$ cat config.mk
export PLATFORM = sky130hd
export DESIGN_NAME = ffr_top
export DESIGN_NICKNAME = d
export VERILOG_FILES = /design/src/hw/ffr_pkg.sv /design/src/hw/ffr_press_timer.sv /design/src/hw/ffr_top.sv
export VERILOG_INCLUDE_DIRS = /design/src /design/src/hw
export SDC_FILE = /design/constraint.sdc
export NUM_CORES = 1
export LEC_CHECK = 0
export CORE_MARGIN = 2
export CORE_UTILIZATION = 35
export CTS_BUF_LIST = sky130_fd_sc_hd__clkbuf_8
export CTS_CLUSTER_DIAMETER = 60
export DETAILED_ROUTE_END_ITERATION = 6
export DONT_BUFFER_PORTS = 1
export GPL_ROUTABILITY_DRIVEN = 1
export PLACE_DENSITY = 0.5
export SYNTH_ARGS = -nofsm -noshare
export SYNTH_HDL_FRONTEND = slang
export SYNTH_HIERARCHICAL = 1
export SYNTH_SLANG_ARGS = --single-unit
$ cat constraint.sdc
create_clock -name clk_i -period 2.6 [get_ports clk_i]
set_clock_uncertainty 0.1 [all_clocks]
set_input_delay 0.52 -clock clk_i [delete_from_list [all_inputs] [get_ports clk_i]]
set_output_delay 0.52 -clock clk_i [all_outputs]
set_load 0.005 [all_outputs]
$ cat src/hw/ffr_map.svh
/*
 fault flag response block: register offsets, flag bit positions,
 reset values and timing counts.
 assumes a 50 MHz clock; included by bare name.
*/
`ifndef FFR_MAP_SVH
`define FFR_MAP_SVH

// ****************************************
// register byte offsets
// ****************************************
`define FFR_ADR_FLAG 8'h00
`define FFR_ADR_MASK 8'h04
`define FFR_ADR_STAT 8'h08
`define FFR_ADR_CTRL 8'h0c

// ****************************************
// flag bit positions
// ****************************************
`define FFR_NFLAG 15
`define FFR_B_PGOOD 0
`define FFR_B_OVP 1
`define FFR_B_OCP 2
`define FFR_B_UVLO 3
`define FFR_B_COLD 4
`define FFR_B_COOL 5
`define FFR_B_WARM 6
`define FFR_B_HOT 7
`define FFR_B_OPEN 8
`define FFR_B_ADC 9
`define FFR_B_WD 10
`define FFR_B_TMR 11
`define FFR_B_WAKE1 12
`define FFR_B_WAKE2 13
`define FFR_B_WARN 14
`define FFR_B_DOUBLE 0

// ****************************************
// reset values
// ****************************************
`define FFR_FLAG_RST 15'h0000
`define FFR_MASK_RST 15'h0000
`define FFR_CTRL_RST 1'h0

// ****************************************
// timing
// ****************************************
`define FFR_CLK_KHZ 50000
`define FFR_INT_PULSE_US 128
`define FFR_INT_PULSE_CYC ((`FFR_INT_PULSE_US * `FFR_CLK_KHZ + 999) / 1000)
`define FFR_WAKE1_MS 100
`define FFR_WAKE2_MS 1000
`define FFR_WARN_MS 5000
`define FFR_WAKE1_CYC (`FFR_WAKE1_MS * `FFR_CLK_KHZ)
`define FFR_WAKE2_CYC (`FFR_WAKE2_MS * `FFR_CLK_KHZ)
`define FFR_WARN_CYC (`FFR_WARN_MS * `FFR_CLK_KHZ)

`endif

$ cat src/hw/ffr_pkg.sv
/*
 fault flag response block: shared types.
 assumes ffr_map.svh for the widths it uses.
*/
`include "ffr_map.svh"
package ffr_pkg;
   // one bit per flag
   typedef logic [`FFR_NFLAG-1:0] ffr_flags_t;
   // push-button hold counter
   typedef logic [31:0] ffr_count_t;
endpackage

$ cat src/hw/ffr_press_timer.sv
/*
 push-button hold timer: reports how long the button has been held low.
 assumes a synchronous, debounced active-low button level.
*/
`timescale 1ns/1ps
`include "ffr_map.svh"
module ffr_press_timer
#(
   parameter int P_WAKE1_CYC = `FFR_WAKE1_CYC,
   parameter int P_WAKE2_CYC = `FFR_WAKE2_CYC,
   parameter int P_WARN_CYC = `FFR_WARN_CYC
)
(
   input wire logic clk_i, // system clock
   input wire logic rst_i, // sync reset, high
   input wire logic push_button_input_n_i, // button, low = held
   output logic wake1_o, // held past first wake time
   output logic wake2_o, // held past second wake time
   output logic warn_o // held past reset-warning time
);

   ffr_pkg::ffr_count_t cnt_q, cnt_d;
   logic wake1_q, wake1_d, wake2_q, wake2_d, warn_q, warn_d;

   // count held cycles, saturate at the longest time
   always_comb
   begin
      cnt_d = cnt_q;
      if (push_button_input_n_i)
         cnt_d = '0;
      else if (cnt_q < ffr_pkg::ffr_count_t'(P_WARN_CYC))
         cnt_d = cnt_q + 32'h1;
      wake1_d = cnt_d >= ffr_pkg::ffr_count_t'(P_WAKE1_CYC);
      wake2_d = cnt_d >= ffr_pkg::ffr_count_t'(P_WAKE2_CYC);
      warn_d = cnt_d >= ffr_pkg::ffr_count_t'(P_WARN_CYC);
   end

   // register count and levels
   always_ff @(posedge clk_i)
   begin
      if (rst_i)
      begin
         cnt_q <= '0;
         wake1_q <= 1'b0;
         wake2_q <= 1'b0;
         warn_q <= 1'b0;
      end
      else
      begin
         cnt_q <= cnt_d;
         wake1_q <= wake1_d;
         wake2_q <= wake2_d;
         warn_q <= warn_d;
      end
   end

   assign wake1_o = wake1_q;
   assign wake2_o = wake2_q;
   assign warn_o = warn_q;

endmodule

$ cat src/hw/ffr_top.sv
/*
 fault and status flag response of a single-cell charger, with a
 classic wishbone register slave, sticky flags, mask and interrupt.
 assumes all condition inputs are synchronous levels or one-cycle
 pulses from the charger, thermistor comparators, converter and timers.
*/
// Decided for this implementation: the Wishbone register port and the register addresses.
// Behaviour
// - power-good low disables charging; any power-good change resets safety timer
// - overvoltage sets flag, pauses charging, resets timer, rail fed from battery
// - battery overcurrent on battery only: flag, charging off, battery disconnected
// - battery undervoltage sets flag; charging and timer left alone
// - cold sets flag and pauses charging and timer
// - cool sets flag, cuts current, doubles timer when option set
// - warm sets flag, lowers regulation voltage, timer unaffected
// - hot sets flag and pauses charging and timer
// - open thermistor sets flag and pauses charging and timer
// - each finished conversion sets converter-ready flag, nothing else
// - bus watchdog expiry sets its flag, charging stays enabled
// - timer expiry latches fault until supply or enable toggle; timer restarts after
// - button held past first wake time sets first wake flag
// - button held past second wake time sets second wake flag
// - button held past warning time sets reset-warning flag
// - unmasked event gives one low interrupt pulse; masked event never does
`timescale 1ns/1ps
`include "ffr_map.svh"
module ffr_top
#(
   parameter int P_INT_PULSE_CYC = `FFR_INT_PULSE_CYC,
   parameter int P_WAKE1_CYC = `FFR_WAKE1_CYC,
   parameter int P_WAKE2_CYC = `FFR_WAKE2_CYC,
   parameter int P_WARN_CYC = `FFR_WARN_CYC
)
(
   input wire logic clk_i, // system clock
   input wire logic rst_i, // sync reset, high
   input wire logic wb_cyc_i, // bus cycle
   input wire logic wb_stb_i, // strobe
   input wire logic wb_we_i, // write
   input wire logic [7:0] wb_adr_i, // byte address
   input wire logic [3:0] wb_sel_i, // byte lanes
   input wire logic [31:0] wb_dat_i, // write data
   output logic [31:0] wb_dat_o, // read data
   output logic wb_ack_o, // acknowledge
   output logic irq_o, // level, unmasked flag set
   input wire logic input_power_good_status_i, // input supply good
   input wire logic input_overvoltage_i, // input over threshold
   input wire logic bat_overcurrent_i, // discharge over limit
   input wire logic bat_only_i, // running from battery only
   input wire logic bat_undervoltage_i, // battery under lockout
   input wire logic therm_cold_i, // above cold threshold
   input wire logic therm_cool_i, // between cool and cold
   input wire logic therm_warm_i, // between hot and warm
   input wire logic therm_hot_i, // below hot threshold
   input wire logic therm_open_i, // above open threshold
   input wire logic adc_done_i, // conversion done pulse
   input wire logic bus_watchdog_expired_i, // watchdog expiry pulse
   input wire logic charge_timer_expired_i, // safety timer expiry pulse
   input wire logic charge_enable_i, // charge enable level
   input wire logic push_button_input_n_i, // button, low = held
   output logic charge_enable_o, // charging allowed
   output logic charge_paused_o, // charging paused
   output logic charge_current_reduced_o, // reduced current
   output logic reg_voltage_reduced_o, // lowered regulation voltage
   output logic timer_reset_o, // safety timer reset pulse
   output logic timer_pause_o, // safety timer held
   output logic timer_double_o, // safety timer doubled
   output logic system_rail_from_battery_o, // rail fed by battery
   output logic battery_disconnect_o, // battery off the rail
   output logic int_n_o, // interrupt pin level when driven
   output logic int_oe_o // interrupt pin driven low
);

   // ****************************************
   // declarations
   // ****************************************
   ffr_pkg::ffr_flags_t cond, ev, flag_q, flag_d, prev_q, w1c;
   ffr_pkg::ffr_flags_t mask_q, mask_d;
   logic ctrl_q, ctrl_d;
   logic ack_q, ack_d;
   logic [31:0] dat_q, dat_d;
   logic req, wr;
   logic [31:0] w1c_m, mask_m, ctrl_m;
   logic wake1, wake2, warn;
   logic tfault_q, tfault_d, ce_prev_q, toggle;
   logic start;
   logic [15:0] icnt_q, icnt_d;
   logic ioe_q, ioe_d;
   logic chg_en_q, chg_en_d, paused_q, paused_d;
   logic cur_red_q, cur_red_d, vreg_red_q, vreg_red_d;
   logic trst_q, trst_d, tpause_q, tpause_d, tdbl_q, tdbl_d;
   logic rail_bat_q, rail_bat_d, bat_disc_q, bat_disc_d;

   // byte-lane merge for writes and clears
   function automatic logic [31:0] ffr_merge(input logic [31:0] old_v,
                                             input logic [31:0] new_v,
                                             input logic [3:0] sel);
      logic [31:0] r;
      r = old_v;
      for (int i = 0; i < 4; i++)
      begin
         if (sel[i])
            r[i*8 +: 8] = new_v[i*8 +: 8];
      end
      return r;
   endfunction

   // ****************************************
   // push-button hold timer
   // ****************************************
   ffr_press_timer
   #(
      .P_WAKE1_CYC(P_WAKE1_CYC),
      .P_WAKE2_CYC(P_WAKE2_CYC),
      .P_WARN_CYC(P_WARN_CYC)
   )
   u_press
   (
      .clk_i(clk_i),
      .rst_i(rst_i),
      .push_button_input_n_i(push_button_input_n_i),
      .wake1_o(wake1),
      .wake2_o(wake2),
      .warn_o(warn)
   );

   // ****************************************
   // conditions and edges
   // ****************************************
   // live condition vector, also readable as status
   always_comb
   begin
      cond = '0;
      cond[`FFR_B_PGOOD] = input_power_good_status_i;
      cond[`FFR_B_OVP] = input_overvoltage_i;
      cond[`FFR_B_OCP] = bat_overcurrent_i & bat_only_i;
      cond[`FFR_B_UVLO] = bat_undervoltage_i;
      cond[`FFR_B_COLD] = therm_cold_i;
      cond[`FFR_B_COOL] = therm_cool_i;
      cond[`FFR_B_WARM] = therm_warm_i;
      cond[`FFR_B_HOT] = therm_hot_i;
      cond[`FFR_B_OPEN] = therm_open_i;
      cond[`FFR_B_ADC] = adc_done_i;
      cond[`FFR_B_WD] = bus_watchdog_expired_i;
      cond[`FFR_B_TMR] = tfault_q;
      cond[`FFR_B_WAKE1] = wake1;
      cond[`FFR_B_WAKE2] = wake2;
      cond[`FFR_B_WARN] = warn;
   end

   always_comb
   begin
      ev = cond & ~prev_q;
      ev[`FFR_B_PGOOD] = cond[`FFR_B_PGOOD] ^ prev_q[`FFR_B_PGOOD];
   end

   // supply or enable coming back counts as a toggle
   assign toggle = (ev[`FFR_B_PGOOD] & input_power_good_status_i)
                   | (charge_enable_i & ~ce_prev_q);

   // fault latch, expiry beats a toggle
   always_comb
   begin
      tfault_d = charge_timer_expired_i | (tfault_q & ~toggle);
   end

   // register edge history and fault latch
   always_ff @(posedge clk_i)
   begin
      if (rst_i)
      begin
         prev_q <= `FFR_FLAG_RST;
         ce_prev_q <= 1'b0;
         tfault_q <= 1'b0;
      end
      else
      begin
         prev_q <= cond;
         ce_prev_q <= charge_enable_i;
         tfault_q <= tfault_d;
      end
   end

   // ****************************************
   // wishbone slave
   // ****************************************
   assign req = wb_cyc_i & wb_stb_i & ~ack_q;
   // writes land on the edge that sees ack, where the master commits them
   assign wr = wb_cyc_i & wb_stb_i & wb_we_i & ack_q;

   // decode; unmapped reads give zero and are still acked
   always_comb
   begin
      ack_d = req;
      dat_d = dat_q;
      mask_d = mask_q;
      ctrl_d = ctrl_q;
      w1c = '0;
      w1c_m = ffr_merge(32'h0, wb_dat_i, wb_sel_i);
      mask_m = ffr_merge({17'h0, mask_q}, wb_dat_i, wb_sel_i);
      ctrl_m = ffr_merge({31'h0, ctrl_q}, wb_dat_i, wb_sel_i);
      if (req & ~wb_we_i)
      begin
         dat_d = '0;
         if (wb_adr_i == `FFR_ADR_FLAG)
            dat_d[`FFR_NFLAG-1:0] = flag_q;
         else if (wb_adr_i == `FFR_ADR_MASK)
            dat_d[`FFR_NFLAG-1:0] = mask_q;
         else if (wb_adr_i == `FFR_ADR_STAT)
            dat_d[`FFR_NFLAG-1:0] = cond;
         else if (wb_adr_i == `FFR_ADR_CTRL)
            dat_d[`FFR_B_DOUBLE] = ctrl_q;
      end
      if (wr)
      begin
         if (wb_adr_i == `FFR_ADR_FLAG)
            w1c = w1c_m[`FFR_NFLAG-1:0];
         else if (wb_adr_i == `FFR_ADR_MASK)
            mask_d = mask_m[`FFR_NFLAG-1:0];
         else if (wb_adr_i == `FFR_ADR_CTRL)
            ctrl_d = ctrl_m[`FFR_B_DOUBLE];
      end
   end

   // sticky flags: a set in the clearing cycle wins
   always_comb
   begin
      flag_d = (flag_q & ~w1c) | ev;
      // timer flag follows the latch only
      flag_d[`FFR_B_TMR] = tfault_d;
   end

   // register bus state
   always_ff @(posedge clk_i)
   begin
      if (rst_i)
      begin
         ack_q <= 1'b0;
         dat_q <= '0;
         mask_q <= `FFR_MASK_RST;
         ctrl_q <= `FFR_CTRL_RST;
         flag_q <= `FFR_FLAG_RST;
      end
      else
      begin
         ack_q <= ack_d;
         dat_q <= dat_d;
         mask_q <= mask_d;
         ctrl_q <= ctrl_d;
         flag_q <= flag_d;
      end
   end

   assign wb_ack_o = ack_q;
   assign wb_dat_o = dat_q;
   assign irq_o = |(flag_q & ~mask_q);

   // ****************************************
   // interrupt pulse
   // ****************************************
   // mask sampled at the event, so a late unmask stays silent
   assign start = |(ev & ~mask_q);

   // retrigger reloads the full width
   always_comb
   begin
      icnt_d = icnt_q;
      ioe_d = ioe_q;
      if (start)
      begin
         ioe_d = 1'b1;
         icnt_d = 16'(P_INT_PULSE_CYC - 1);
      end
      else if (ioe_q)
      begin
         if (icnt_q == 16'h0)
            ioe_d = 1'b0;
         else
            icnt_d = icnt_q - 16'h1;
      end
   end

   // register pulse state
   always_ff @(posedge clk_i)
   begin
      if (rst_i)
      begin
         icnt_q <= '0;
         ioe_q <= 1'b0;
      end
      else
      begin
         icnt_q <= icnt_d;
         ioe_q <= ioe_d;
      end
   end

   // open drain: only ever pulls low
   assign int_n_o = 1'b0;
   assign int_oe_o = ioe_q;

   // ****************************************
   // charger, timer and rail response
   // ****************************************
   // uvlo, adc and watchdog deliberately steer nothing here
   always_comb
   begin
      chg_en_d = input_power_good_status_i & charge_enable_i & ~tfault_d
                 & ~cond[`FFR_B_OCP];
      paused_d = input_overvoltage_i | therm_cold_i | therm_hot_i | therm_open_i;
      tpause_d = therm_cold_i | therm_hot_i | therm_open_i;
      cur_red_d = therm_cool_i;
      tdbl_d = therm_cool_i & ctrl_q;
      vreg_red_d = therm_warm_i;
      trst_d = ev[`FFR_B_PGOOD] | ev[`FFR_B_OVP] | (tfault_q & ~tfault_d);
      rail_bat_d = input_overvoltage_i;
      bat_disc_d = cond[`FFR_B_OCP];
   end

   // register response outputs
   always_ff @(posedge clk_i)
   begin
      if (rst_i)
      begin
         chg_en_q <= 1'b0;
         paused_q <= 1'b0;
         cur_red_q <= 1'b0;
         vreg_red_q <= 1'b0;
         trst_q <= 1'b0;
         tpause_q <= 1'b0;
         tdbl_q <= 1'b0;
         rail_bat_q <= 1'b0;
         bat_disc_q <= 1'b0;
      end
      else
      begin
         chg_en_q <= chg_en_d;
         paused_q <= paused_d;
         cur_red_q <= cur_red_d;
         vreg_red_q <= vreg_red_d;
         trst_q <= trst_d;
         tpause_q <= tpause_d;
         tdbl_q <= tdbl_d;
         rail_bat_q <= rail_bat_d;
         bat_disc_q <= bat_disc_d;
      end
   end

   assign charge_enable_o = chg_en_q;
   assign charge_paused_o = paused_q;
   assign charge_current_reduced_o = cur_red_q;
   assign reg_voltage_reduced_o = vreg_red_q;
   assign timer_reset_o = trst_q;
   assign timer_pause_o = tpause_q;
   assign timer_double_o = tdbl_q;
   assign system_rail_from_battery_o = rail_bat_q;
   assign battery_disconnect_o = bat_disc_q;

   // ****************************************
   // checks
   // ****************************************
   property p_pgood_off;
      @(posedge clk_i) disable iff (rst_i)
      !input_power_good_status_i |=> !charge_enable_o;
   endproperty
   a_pgood_off: assert property (p_pgood_off)
      else $error("charging on without power good");

   property p_pgood_edge;
      @(posedge clk_i) disable iff (rst_i)
      $fell(input_power_good_status_i) |=> flag_q[`FFR_B_PGOOD] && timer_reset_o;
   endproperty
   a_pgood_edge: assert property (p_pgood_edge)
      else $error("power good fall not flagged");

   property p_ovp;
      @(posedge clk_i) disable iff (rst_i)
      input_overvoltage_i |=> charge_paused_o && system_rail_from_battery_o;
   endproperty
   a_ovp: assert property (p_ovp)
      else $error("overvoltage response missing");

   property p_ocp;
      @(posedge clk_i) disable iff (rst_i)
      bat_overcurrent_i && bat_only_i |=> battery_disconnect_o && !charge_enable_o;
   endproperty
   a_ocp: assert property (p_ocp)
      else $error("overcurrent response missing");

   property p_therm_pause;
      @(posedge clk_i) disable iff (rst_i)
      therm_cold_i || therm_hot_i || therm_open_i |=> charge_paused_o && timer_pause_o;
   endproperty
   a_therm_pause: assert property (p_therm_pause)
      else $error("thermistor pause missing");

   property p_cool;
      @(posedge clk_i) disable iff (rst_i)
      therm_cool_i |=> charge_current_reduced_o && (timer_double_o == $past(ctrl_q));
   endproperty
   a_cool: assert property (p_cool)
      else $error("cool response wrong");

   property p_tfault;
      @(posedge clk_i) disable iff (rst_i)
      charge_timer_expired_i |=> flag_q[`FFR_B_TMR] && !charge_enable_o;
   endproperty
   a_tfault: assert property (p_tfault)
      else $error("timer fault not latched");

   property p_int_load;
      @(posedge clk_i) disable iff (rst_i)
      start |=> int_oe_o && icnt_q == 16'(P_INT_PULSE_CYC - 1);
   endproperty
   a_int_load: assert property (p_int_load)
      else $error("interrupt pulse not started");

   property p_int_quiet;
      @(posedge clk_i) disable iff (rst_i)
      !int_oe_o && !start |=> !int_oe_o;
   endproperty
   a_int_quiet: assert property (p_int_quiet)
      else $error("interrupt pulse without unmasked event");

endmodule

== Word-level counts from Yosys, hierarchy flattened ==
Cells that the tools add are included.
Cells by class
  $add $sub $neg: 2
  order comparisons: 4
  equality and inequality tests: 4
  muxes and demuxes: 17
  bitwise gates (word level): 41
  reductions and logical operators: 11
Operator list (number)
  $mux W32: 2
  $and A15 B15 Y15: 4
  $mux W15: 4
  $not A15 Y15: 3
  $mux W13: 3
  $add A32 B1 Y32 const B: 1
  $ge A32 B23 Y1 const B: 1
  $ge A32 B26 Y1 const B: 1
  $ge A32 B28 Y1 const B: 1
  $lt A32 B28 Y1 const B: 1
  $reduce_or A15 Y1: 2
  $eq A8 B4 Y1 const B: 2
  $logic_not A16 Y1: 1
  $reduce_or A16 Y1: 1
  $sub A16 B1 Y16 const B: 1
  $or A15 B15 Y15: 1
  $and A1 B1 Y1: 14
  $mux W14: 1
  $not A1 Y1: 9
  $or A1 B1 Y1: 9
  $eq A8 B3 Y1 const B: 1
  $logic_not A8 Y1: 1
  $mux W8: 1
  $reduce_and A4 Y1: 2
  7 further kinds: 12
Word-level totals
  flip-flop bits (word level): 125
  input port bits: 64
  output and inout port bits: 45
  word-level logic and storage cells: 104

== Logic depth before layout (Yosys ltp) ==
Gate-level depths: netlist of the first run.
  word-level depth: 9
  mapped depth: 11

== Modules after synthesis ==
The synthesis of the first run kept the hierarchy.
By module, submodules not included
  ffr_top: instances 1, cells an instance 464, area each 4083.9 µm², seq. area each 1701.6 µm²
  ffr_press_timer: instances 1, cells an instance 267, area each 2189.6 µm², seq. area each 700.7 µm²

== Least setup slack after synthesis of the first run ==
Ideal clock, no wire load.
  path kind: reg-to-reg
  start: register u_press.cnt_q[0]
  end: register u_press.wake2_q, in the netlist u_press/wake2_o
  data arrival time: 2.500 ns
  slack: -0.071 ns
  stages on the path, launching flop included: 11
  clock period less this slack: 2.671 ns
  cells stage by stage: dfxtp_1 ha_1 and4_1 nand4_1 nor4_1 mux2i_1 nor3b_1 nand3_1 a2111oi_1 o21ai_1 a21oi_1
Between the ends
  word-level cells in the longest chain between the ends: 4
  elaborated cells on any way between the ends: 5
  those cells by class: add/sub (1); order compare (2); mux (2)
RTL lines
  start, declared: line ffr_press_timer.sv:22  | ffr_pkg::ffr_count_t cnt_q, cnt_d;
  start signal, assigned: line ffr_press_timer.sv:50  | cnt_q <= cnt_d;
  $add A32 B1 Y32 / $lt A32 B28 Y1 (equally long branches): line ffr_press_timer.sv:32, ffr_press_timer.sv:31
  $mux W32 (*): line ffr_press_timer.sv:31  | else if (cnt_q < ffr_pkg::ffr_count_t'(P_WARN_CYC))
  $mux W32 (*): line ffr_press_timer.sv:29  | if (push_button_input_n_i)
  $ge A32 B26 Y1 (*): line ffr_press_timer.sv:34  | wake2_d = cnt_d >= ffr_pkg::ffr_count_t'(P_WAKE2_CYC);
  end signal, assigned: line ffr_press_timer.sv:52  | wake2_q <= wake2_d;
  end, declared: line ffr_press_timer.sv:23  | logic wake1_q, wake1_d, wake2_q, wake2_d, warn_q, warn_d;
Every way passes the cells marked *; elsewhere a longest branch is shown, timed or not.
A chain may end at the register's enable or synchronous reset.

== Final worst setup path of the first run ==
  start: register u_press.cnt_q[28]
  end: register u_press.warn_q, in the netlist u_press/warn_o
Between the ends
  word-level cells in the longest chain between the ends: 4
  elaborated cells on any way between the ends: 5
  those cells by class: add/sub (1); order compare (2); mux (2)
RTL lines
  $add A32 B1 Y32 / $lt A32 B28 Y1 (equally long branches): line ffr_press_timer.sv:32, ffr_press_timer.sv:31
  $mux W32 (*): line ffr_press_timer.sv:31
  $mux W32 (*): line ffr_press_timer.sv:29
  $ge A32 B28 Y1 (*): line ffr_press_timer.sv:35  | warn_d = cnt_d >= ffr_pkg::ffr_count_t'(P_WARN_CYC);
  end signal, assigned: line ffr_press_timer.sv:53  | warn_q <= warn_d;
  end, declared: line ffr_press_timer.sv:23
Marks and branches as above.

==> impl_metrics.csv, run 1 <==
group,metric,value,unit
flow_run,drv_cap,0,
clocking,cts_buffer_depth,2,
logic_synthesis,synthCells,731,
timing,rsz0062_at_grt,"true",
timing,timing_hold_violations_final,0,
logic_synthesis,ys_warn_count,6,
floorplan,rows,48,
clocking,worstSkewPairLatency,0.44,ns
setup_path,rr_endpoint,"u_press/warn_o",
setup_path,start_kind,"register",
cells_and_area,fillers,1727,
logic_synthesis,ys.flop_type,"dfxtp_1",
placement,placed_cells,1012,
cells_and_area,post-route-util,0.446,
global_routing,grt_use_total,0.196,
cells_and_area,mostFrequentLayoutCell,"dfxtp_1",
clocking,cts_buffers,17,
logic_synthesis,synth_cell_type_count,81,
setup_path,reg2reg_slack,-0.21,ns
clocking,cts_num_sinks,120,
global_routing,grt_pass1_vias,5573,
floorplan,die_h,138,um
setup_path,cp_data_required_time,2.82,ns
logic_synthesis,yosys.area.top_type,"dfxtp_1",
cells_and_area,syn_to_final_growth,23.8,%
floorplan,fp.dieW,138,um
outcome,failed_checks,"negative setup slack",
cells_and_area,final_cell_mix,"dfxtp_1 (108), buf_4 (94), nor2_1 (62)",
setup_path,r2r-start,"u_press/cnt_q[28]",
cells_and_area,num_antenna_cells,0,
hold_path,min_to,"prev_q[11]",
pwr,power_density,484,nW/um^2
floorplan,floorplan.initialDensity,0.360,
hold_path,min_path_type,"primary input to register",
global_routing,grt_start_max_net_pins,92,
timing,max_clock_freq,356,MHz
setup_path,r2r_cells,12,
clocking,clk_pin_slew,0.08,ns
floorplan,die_area,19000,um^2
setup_path,critical_path_class,"register to register",
drt,firstDrtPassIters,7,
pwr,p_total,0.00376,W
cells_and_area,post_layout_nonfiller_instances,1050,
logic_synthesis,netlist_area,6270,um^2
logic_synthesis,yosysSeqAreaShare,0.383,
timing,finalHoldWorstSlack,0.0445,ns
logic_synthesis,synth_area_per_cell,8.58,um^2
pwr,p_leak,2.88,nW
drt,routedWlPerCell,17.5,um
timing,setup_tns,-0.366,ns
timing,worstMarginPinSlew,0.719,ns
pwr,vdd_drop_max,0.319,mV
global_routing,grt_pass1_wl,29000,um
timing,setup_viol,3,
hold_path,holdPathStages,1,
clocking,cts_tree,"done",
outcome,status,"finished, violations left",
timing,fin_ws,-0.205,ns
setup_path,cp-startpoint,"u_press/cnt_q[28]",
drt,finalWirelength,18400,um
timing,slew_headroom,0.521,
logic_synthesis,ys_ff_latch,120,
timing,drv_slew,0,
timing,layout_min_cycle_time,2.81,ns
drt,dr_total_vias,5725,
placement,routabilityCongestion,0.855,
logic_synthesis,synth_area_leaders,"dfxtp_1 (38%), nor2_1 (3.8%), a21oi_1 (3.7%), o31ai_1 (2.8%), mux2i_1 (2.6%)",
clocking,cts_root_buffer,"clkbuf_8",
drt,ant_nets,0,
logic_synthesis,synthArstFlopShare,0,
drt,drc,0,
hold_path,min_from,"rst_i",
floorplan,io_pins,109,
setup_path,endpoint_kind,"register",
clocking,htree_num_levels,4,
setup_path,arrival,3.03,ns
drt,drt_iter0_markers,394,
logic_synthesis,synth_edf_count,0,
floorplan,core,17400,um^2
timing,post-route-period-util,1.08,
placement,portBuffers,0,
global_routing,grt-ovfl-total,0,
cells_and_area,layout.nets,881,
cells_and_area,final_layout_size_suffix_gt1_frac,0.263,
global_routing,antenna_found_initial,0,
placement,dp_hpwl,13200,um
setup_path,path_max_fanout,6,
logic_synthesis,netlist.area_leader.share,0.383,
drt,viasPerCell,5.45,
[area by class of cell]
class	count	area, um^2	area share
Multi-Input combinational cell	533	3740	0.482
Sequential cell	120	2420	0.312
Timing Repair Buffer	102	796	0.102
Tap cell	225	282	0.0362
Clock buffer	18	248	0.0319
Inverter	39	146	0.0188
Clock inverter	13	133	0.0171
[cells by family after synthesis]
group,after synthesis,share of synthesized area
other,1,0.000598
buffers and inverters,95,0.0728
muxes,19,0.0327
DFF,120,0.383
and+or+nand+nor,286,0.275
xor gates and xnor gates,22,0.0319
adders and majority gates,4,0.00798
AOI/OAI and AO/OA,184,0.196
[worst max path at each step]
stage / to / cells after the start
floorplan: u_press/warn_o / 9
global placement: u_press/wake2_o / 11
detailed placement: u_press/wake2_o / 12
CTS: u_press/warn_o / 11
global route: u_press/warn_o / 10
finish: u_press/warn_o / 12
[worst max-delay path, stage by stage (launching register included)]
cell and delay (ns):
dfxtp_2 0.34, nor4_4 0.34, o21ai_4 0.13, buf_6 0.16, buf_6 0.11, nor4_4 0.27, nand2_1 0.13, xor2_1 0.31
buf_4 0.21, o211ai_1 0.10, nor2_1 0.14, nand3_1 0.11, a31o_1 0.24
[power by group]
group          total [W]  leakage [nW]  internal (W)  switching, W
clock network    0.00164         0.197      0.000865      0.000774
logic           0.000209          1.70     0.0000929      0.000116
registers        0.00191         0.985       0.00188     0.0000326
[timing repair]
action	4_1_cts	5_1_grt
resized for setup	42	21
setup buffers	8	0
pin swaps	17	14
endpoints found under the setup margin	3	3
hold buffers	0	0
[stage by stage]
| step | setup slack (ns) | cell area (um^2) |
|---|---|---|
| after global routing | -0.356 | 7770 |
| after floorplan | 0.00207 | 6370 |
| after detailed placement | -0.319 | 7060 |
| after global placement | -0.351 | 7060 |
| final | -0.205 | 7770 |
| after CTS | -0.158 | 7650 |
[cell usage after synthesis, types with 4 or more instances]
cell type / count
dfxtp_1: 120
nor2_1: 63
a21oi_1: 47
inv_1: 39
nand2_1: 32
nand3_1: 32
o21ai_0: 28
clkbuf_1: 26
o31ai_1: 23
buf_4: 21
nor2b_1: 19
mux2i_1: 16
nand2b_1: 15
a22oi_1: 14
nor4_1: 14
and2_1: 12
nand4_1: 12
nor3b_1: 12
or2_2: 11
xnor2_1: 11
a31oi_1: 10
o22ai_1: 10
or4_1: 10
xor2_1: 10
nor3_1: 8
o2bb2ai_1: 8
a41oi_1: 7
and3_1: 7
and4_1: 7
nor4_4: 5
a2111oi_0: 4
buf_2: 4
ha_1: 4
o211ai_1: 4
or3_1: 4
[state kept, by name (all words and copies together), names as in the netlist, 15 cells and up]
name	count
wb_dat_o	15
u_press/cnt_q	32
mask_q	15
prev_q	15
icnt_q	16
flag_q	15
[layer usage]
| layer | vias up | GRT usage | share of wire |
|---|---|---|---|
| li1 | 2801 | - | - |
| met1 | 2753 | 0.251 | 0.45 |
| met2 | 154 | 0.326 | 0.47 |
| met3 | 17 | 0.0501 | 0.064 |
| met4 | 0 | 0.0527 | 0.012 |
| met5 | - | 0 | 0 |
Note: power is estimated with default switching activity, not from simulation.
==> inputs of run 2 (changes only) <==
--- a/config.mk
+++ b/config.mk
@@ -6,6 +6,7 @@
 export SDC_FILE = /design/constraint.sdc
 export NUM_CORES = 1
 export LEC_CHECK = 0
+export CAP_MARGIN = 20
 export CORE_MARGIN = 2
 export CORE_UTILIZATION = 35
 export CTS_BUF_LIST = sky130_fd_sc_hd__clkbuf_8
@@ -16,5 +17,4 @@
 export PLACE_DENSITY = 0.5
 export SYNTH_ARGS = -nofsm -noshare
 export SYNTH_HDL_FRONTEND = slang
-export SYNTH_HIERARCHICAL = 1
 export SYNTH_SLANG_ARGS = --single-unit
==> run 2 against run 1 <==
Against the previous run:
- the flow still finishes with violations (negative setup slack)
- critical path type unchanged
- first-iteration DRC count is 12% lower
- via count is 3.2% lower
- synthesized cell count is 0.41% lower
- fmax is 5.4% higher
==> impl_metrics.csv, run 2 <==
group,metric,value,unit
outcome,status,"finished, violations left",
outcome,failed_checks,"negative setup slack",
cells_and_area,reg.largest.list,"u_press.cnt_q x32, icnt_q x16",
timing,worstMarginPinSlew,0.572,ns
logic_synthesis,synth_area_leaders,"dfxtp_1 (40%), nand2_1 (5.7%), nor2_1 (5.5%), mux2i_1 (3.8%), a21oi_1 (3.6%)",
drt,drt_iter0_markers,347,
timing,setup_viol,3,
timing,slew_headroom,0.618,
logic_synthesis,ys_ff_latch,120,
cells_and_area,syn_to_final_growth,27.9,%
clocking,cts_num_sinks,120,
timing,post-route-period-util,1.02,
logic_synthesis,yosysMostFrequentCell,"dfxtp_1",
timing,rsz0062_at_grt,"true",
placement,routabilityCongestion,0.868,
cells_and_area,final_layout_size_suffix_gt1_frac,0.253,
global_routing,grt_pass1_vias,5380,
drt,finalWirelength,17400,um
hold_path,min_from,"rst_i",
setup_path,r2r-start,"u_press.cnt_q[14]",
setup_path,path_max_fanout,5,
setup_path,endpoint_kind,"register",
global_routing,antenna_found_initial,0,
logic_synthesis,netlist_area,5990,um^2
cells_and_area,largest_reg_flops,32,
cells_and_area,layout.nets,889,
timing,finalHoldWorstSlack,0.0255,ns
setup_path,worstPathCellList,"nand4_1 > or4_4 > nor3_4 > mux2i_2 > o21ai_0 > a2111oi_4 > a2bb2oi_1 > o21ai_1",
pwr,vdd_drop_max,0.311,mV
global_routing,grt_start_max_net_pins,84,
logic_synthesis,synthCells,728,
drt,dr_total_vias,5543,
cells_and_area,num_antenna_cells,0,
logic_synthesis,ys.flop_type,"dfxtp_1",
setup_path,slowest_delay,0.64,ns
drt,viasPerCell,5.25,
setup_path,critical_path_buf_inv_count,0,
timing,drv_slew,0,
setup_path,arrival,2.90,ns
placement,portBuffers,0,
clocking,cts-hold-fix-buffers,0,
logic_synthesis,synth_cell_type_count,73,
logic_synthesis,synth_area_per_cell,8.23,um^2
clocking,worstSkewPairLatency,0.45,ns
clocking,cts_root_buffer,"clkbuf_8",
floorplan,die_area,18200,um^2
pwr,power_density,538,nW/um^2
clocking,cts_buffers,17,
cells_and_area,fillers,1608,
logic_synthesis,synthArstFlopShare,0,
drt,ant_nets,0,
floorplan,core,16600,um^2
timing,fin_ws,-0.0623,ns
setup_path,cp_slowest_cell,"or4_4",
logic_synthesis,yosys-top-cells-count,"dfxtp_1 (120), nand2_1 (91), nor2_1 (87), a21oi_1 (43), inv_1 (25)",
cells_and_area,mostFrequentLayoutCell,"buf_4",
logic_synthesis,synth_edf_count,0,
setup_path,critical_path_class,"register to register",
cells_and_area,final_cell_mix,"buf_4 (106), dfxtp_1 (105), nand2_1 (91)",
floorplan,floorplan.initialDensity,0.360,
global_routing,grt_pass1_wl,27400,um
hold_path,min_path_type,"primary input to register",
floorplan,io_pins,109,
drt,routedWlPerCell,16.5,um
floorplan,die_h,135,um
cells_and_area,multi_input_area,3520,um^2
flow_run,drv_cap,0,
setup_path,cp_data_required_time,2.84,ns
cells_and_area,post-route-util,0.460,
placement,dp_hpwl,12500,um
timing,layout_min_cycle_time,2.66,ns
logic_synthesis,yosysSeqAreaShare,0.401,
timing,timing_hold_violations_final,0,
drt,firstDrtPassIters,5,
logic_synthesis,ys_warn_count,0,
clocking,cts_buffer_depth,2,
clocking,htree_num_levels,4,
floorplan,rows,47,
global_routing,grt-ovfl-total,0,
timing,max_clock_freq,376,MHz
clocking,cts_tree,"done",
pwr,p_leak,2.90,nW
logic_synthesis,netlist.area_leader.share,0.401,
setup_path,start_kind,"register",
drt,drc,0,
setup_path,cp_top_family,"simple AND/OR/NAND/NOR gates",
setup_path,cp-startpoint,"u_press.cnt_q[14]",
timing,setup_tns,-0.144,ns
placement,place_ws,-0.238,ns
cells_and_area,final-seq-area,2430,um^2
cells_and_area,regMostFlops,"u_press.cnt_q",
global_routing,grt_use_total,0.191,
logic_synthesis,yosys.area.top_type,"dfxtp_1",
floorplan,fp.dieW,135,um
clocking,clk_pin_slew,0.08,ns
==> run 2: what timing repair did <==
action	in CTS	in global routing
buffers inserted	7	6
gates resized for setup	41	20
endpoints found under the setup margin	3	4
endpoints found under the hold margin	0	0
pin swaps	21	10
==> run 2: where the power goes <==
group / internal, W / switching, W / total (W)
clock network: 0.00117 / 0.000881 / 0.00205
logic: 0.0000736 / 0.0000911 / 0.000165
registers: 0.00188 / 0.0000305 / 0.00191
total: 0.00312 / 0.00100 / 0.00412
==> run 2: per-layer routing <==
metal,global-route usage,wire length (um)
met4,0.0760,527
met2,0.322,8360
met5,0,0
met3,0.0507,893
met1,0.231,7580
==> run 2: path summary, 6_finish.rpt <==
kind,slack [ns],end,cells after the start
max reg2reg,-0.06,u_press.wake1_o,8
max,-0.06,u_press.wake1_o,8
min,0.03,wb_dat_o[6],1
min reg2reg,0.37,flag_q[9],2
==> run 2: cells by family after synthesis <==
group,count (synthesis),share of synthesized area
other,1,0.000626
XOR/XNOR,31,0.0453
AO/OA/AOI/OAI,145,0.162
buffers and inverters,79,0.0667
flip-flops,120,0.401
AND/OR/NAND/NOR,323,0.272
multiplexers,26,0.0460
adder cells (fa/ha/maj),3,0.00627
==> run 2: area by class of cell <==
class | count | share of cell area
timing repair buffer | 112 | 0.113
tap | 220 | 0.0359
inverter | 25 | 0.0123
clock buffer | 17 | 0.0305
clock inverter | 15 | 0.0315
multi-input combinational | 546 | 0.460
sequential | 120 | 0.317
==> run 2: metrics by stage <==
| stage | instance area (um^2) | total power, W | cells |
|---|---|---|---|
| floorplan | 6100 | 0.00211 | 745 |
| global placement | 6820 | 0.00211 | 1011 |
| detailed placement | 6820 | 0.00211 | 1011 |
| CTS | 7500 | 0.00414 | 1049 |
| global route | 7660 | 0.00426 | 1055 |
| finish | 7660 | 0.00412 | 1055 |
==> run 2: worst register-to-register path: cells and delay by family, from the launching register on <==
family          cells  cell delay, ns
compound gates      4            0.75
mux                 1            0.31
simple gates        3            1.03
flops               1            0.35
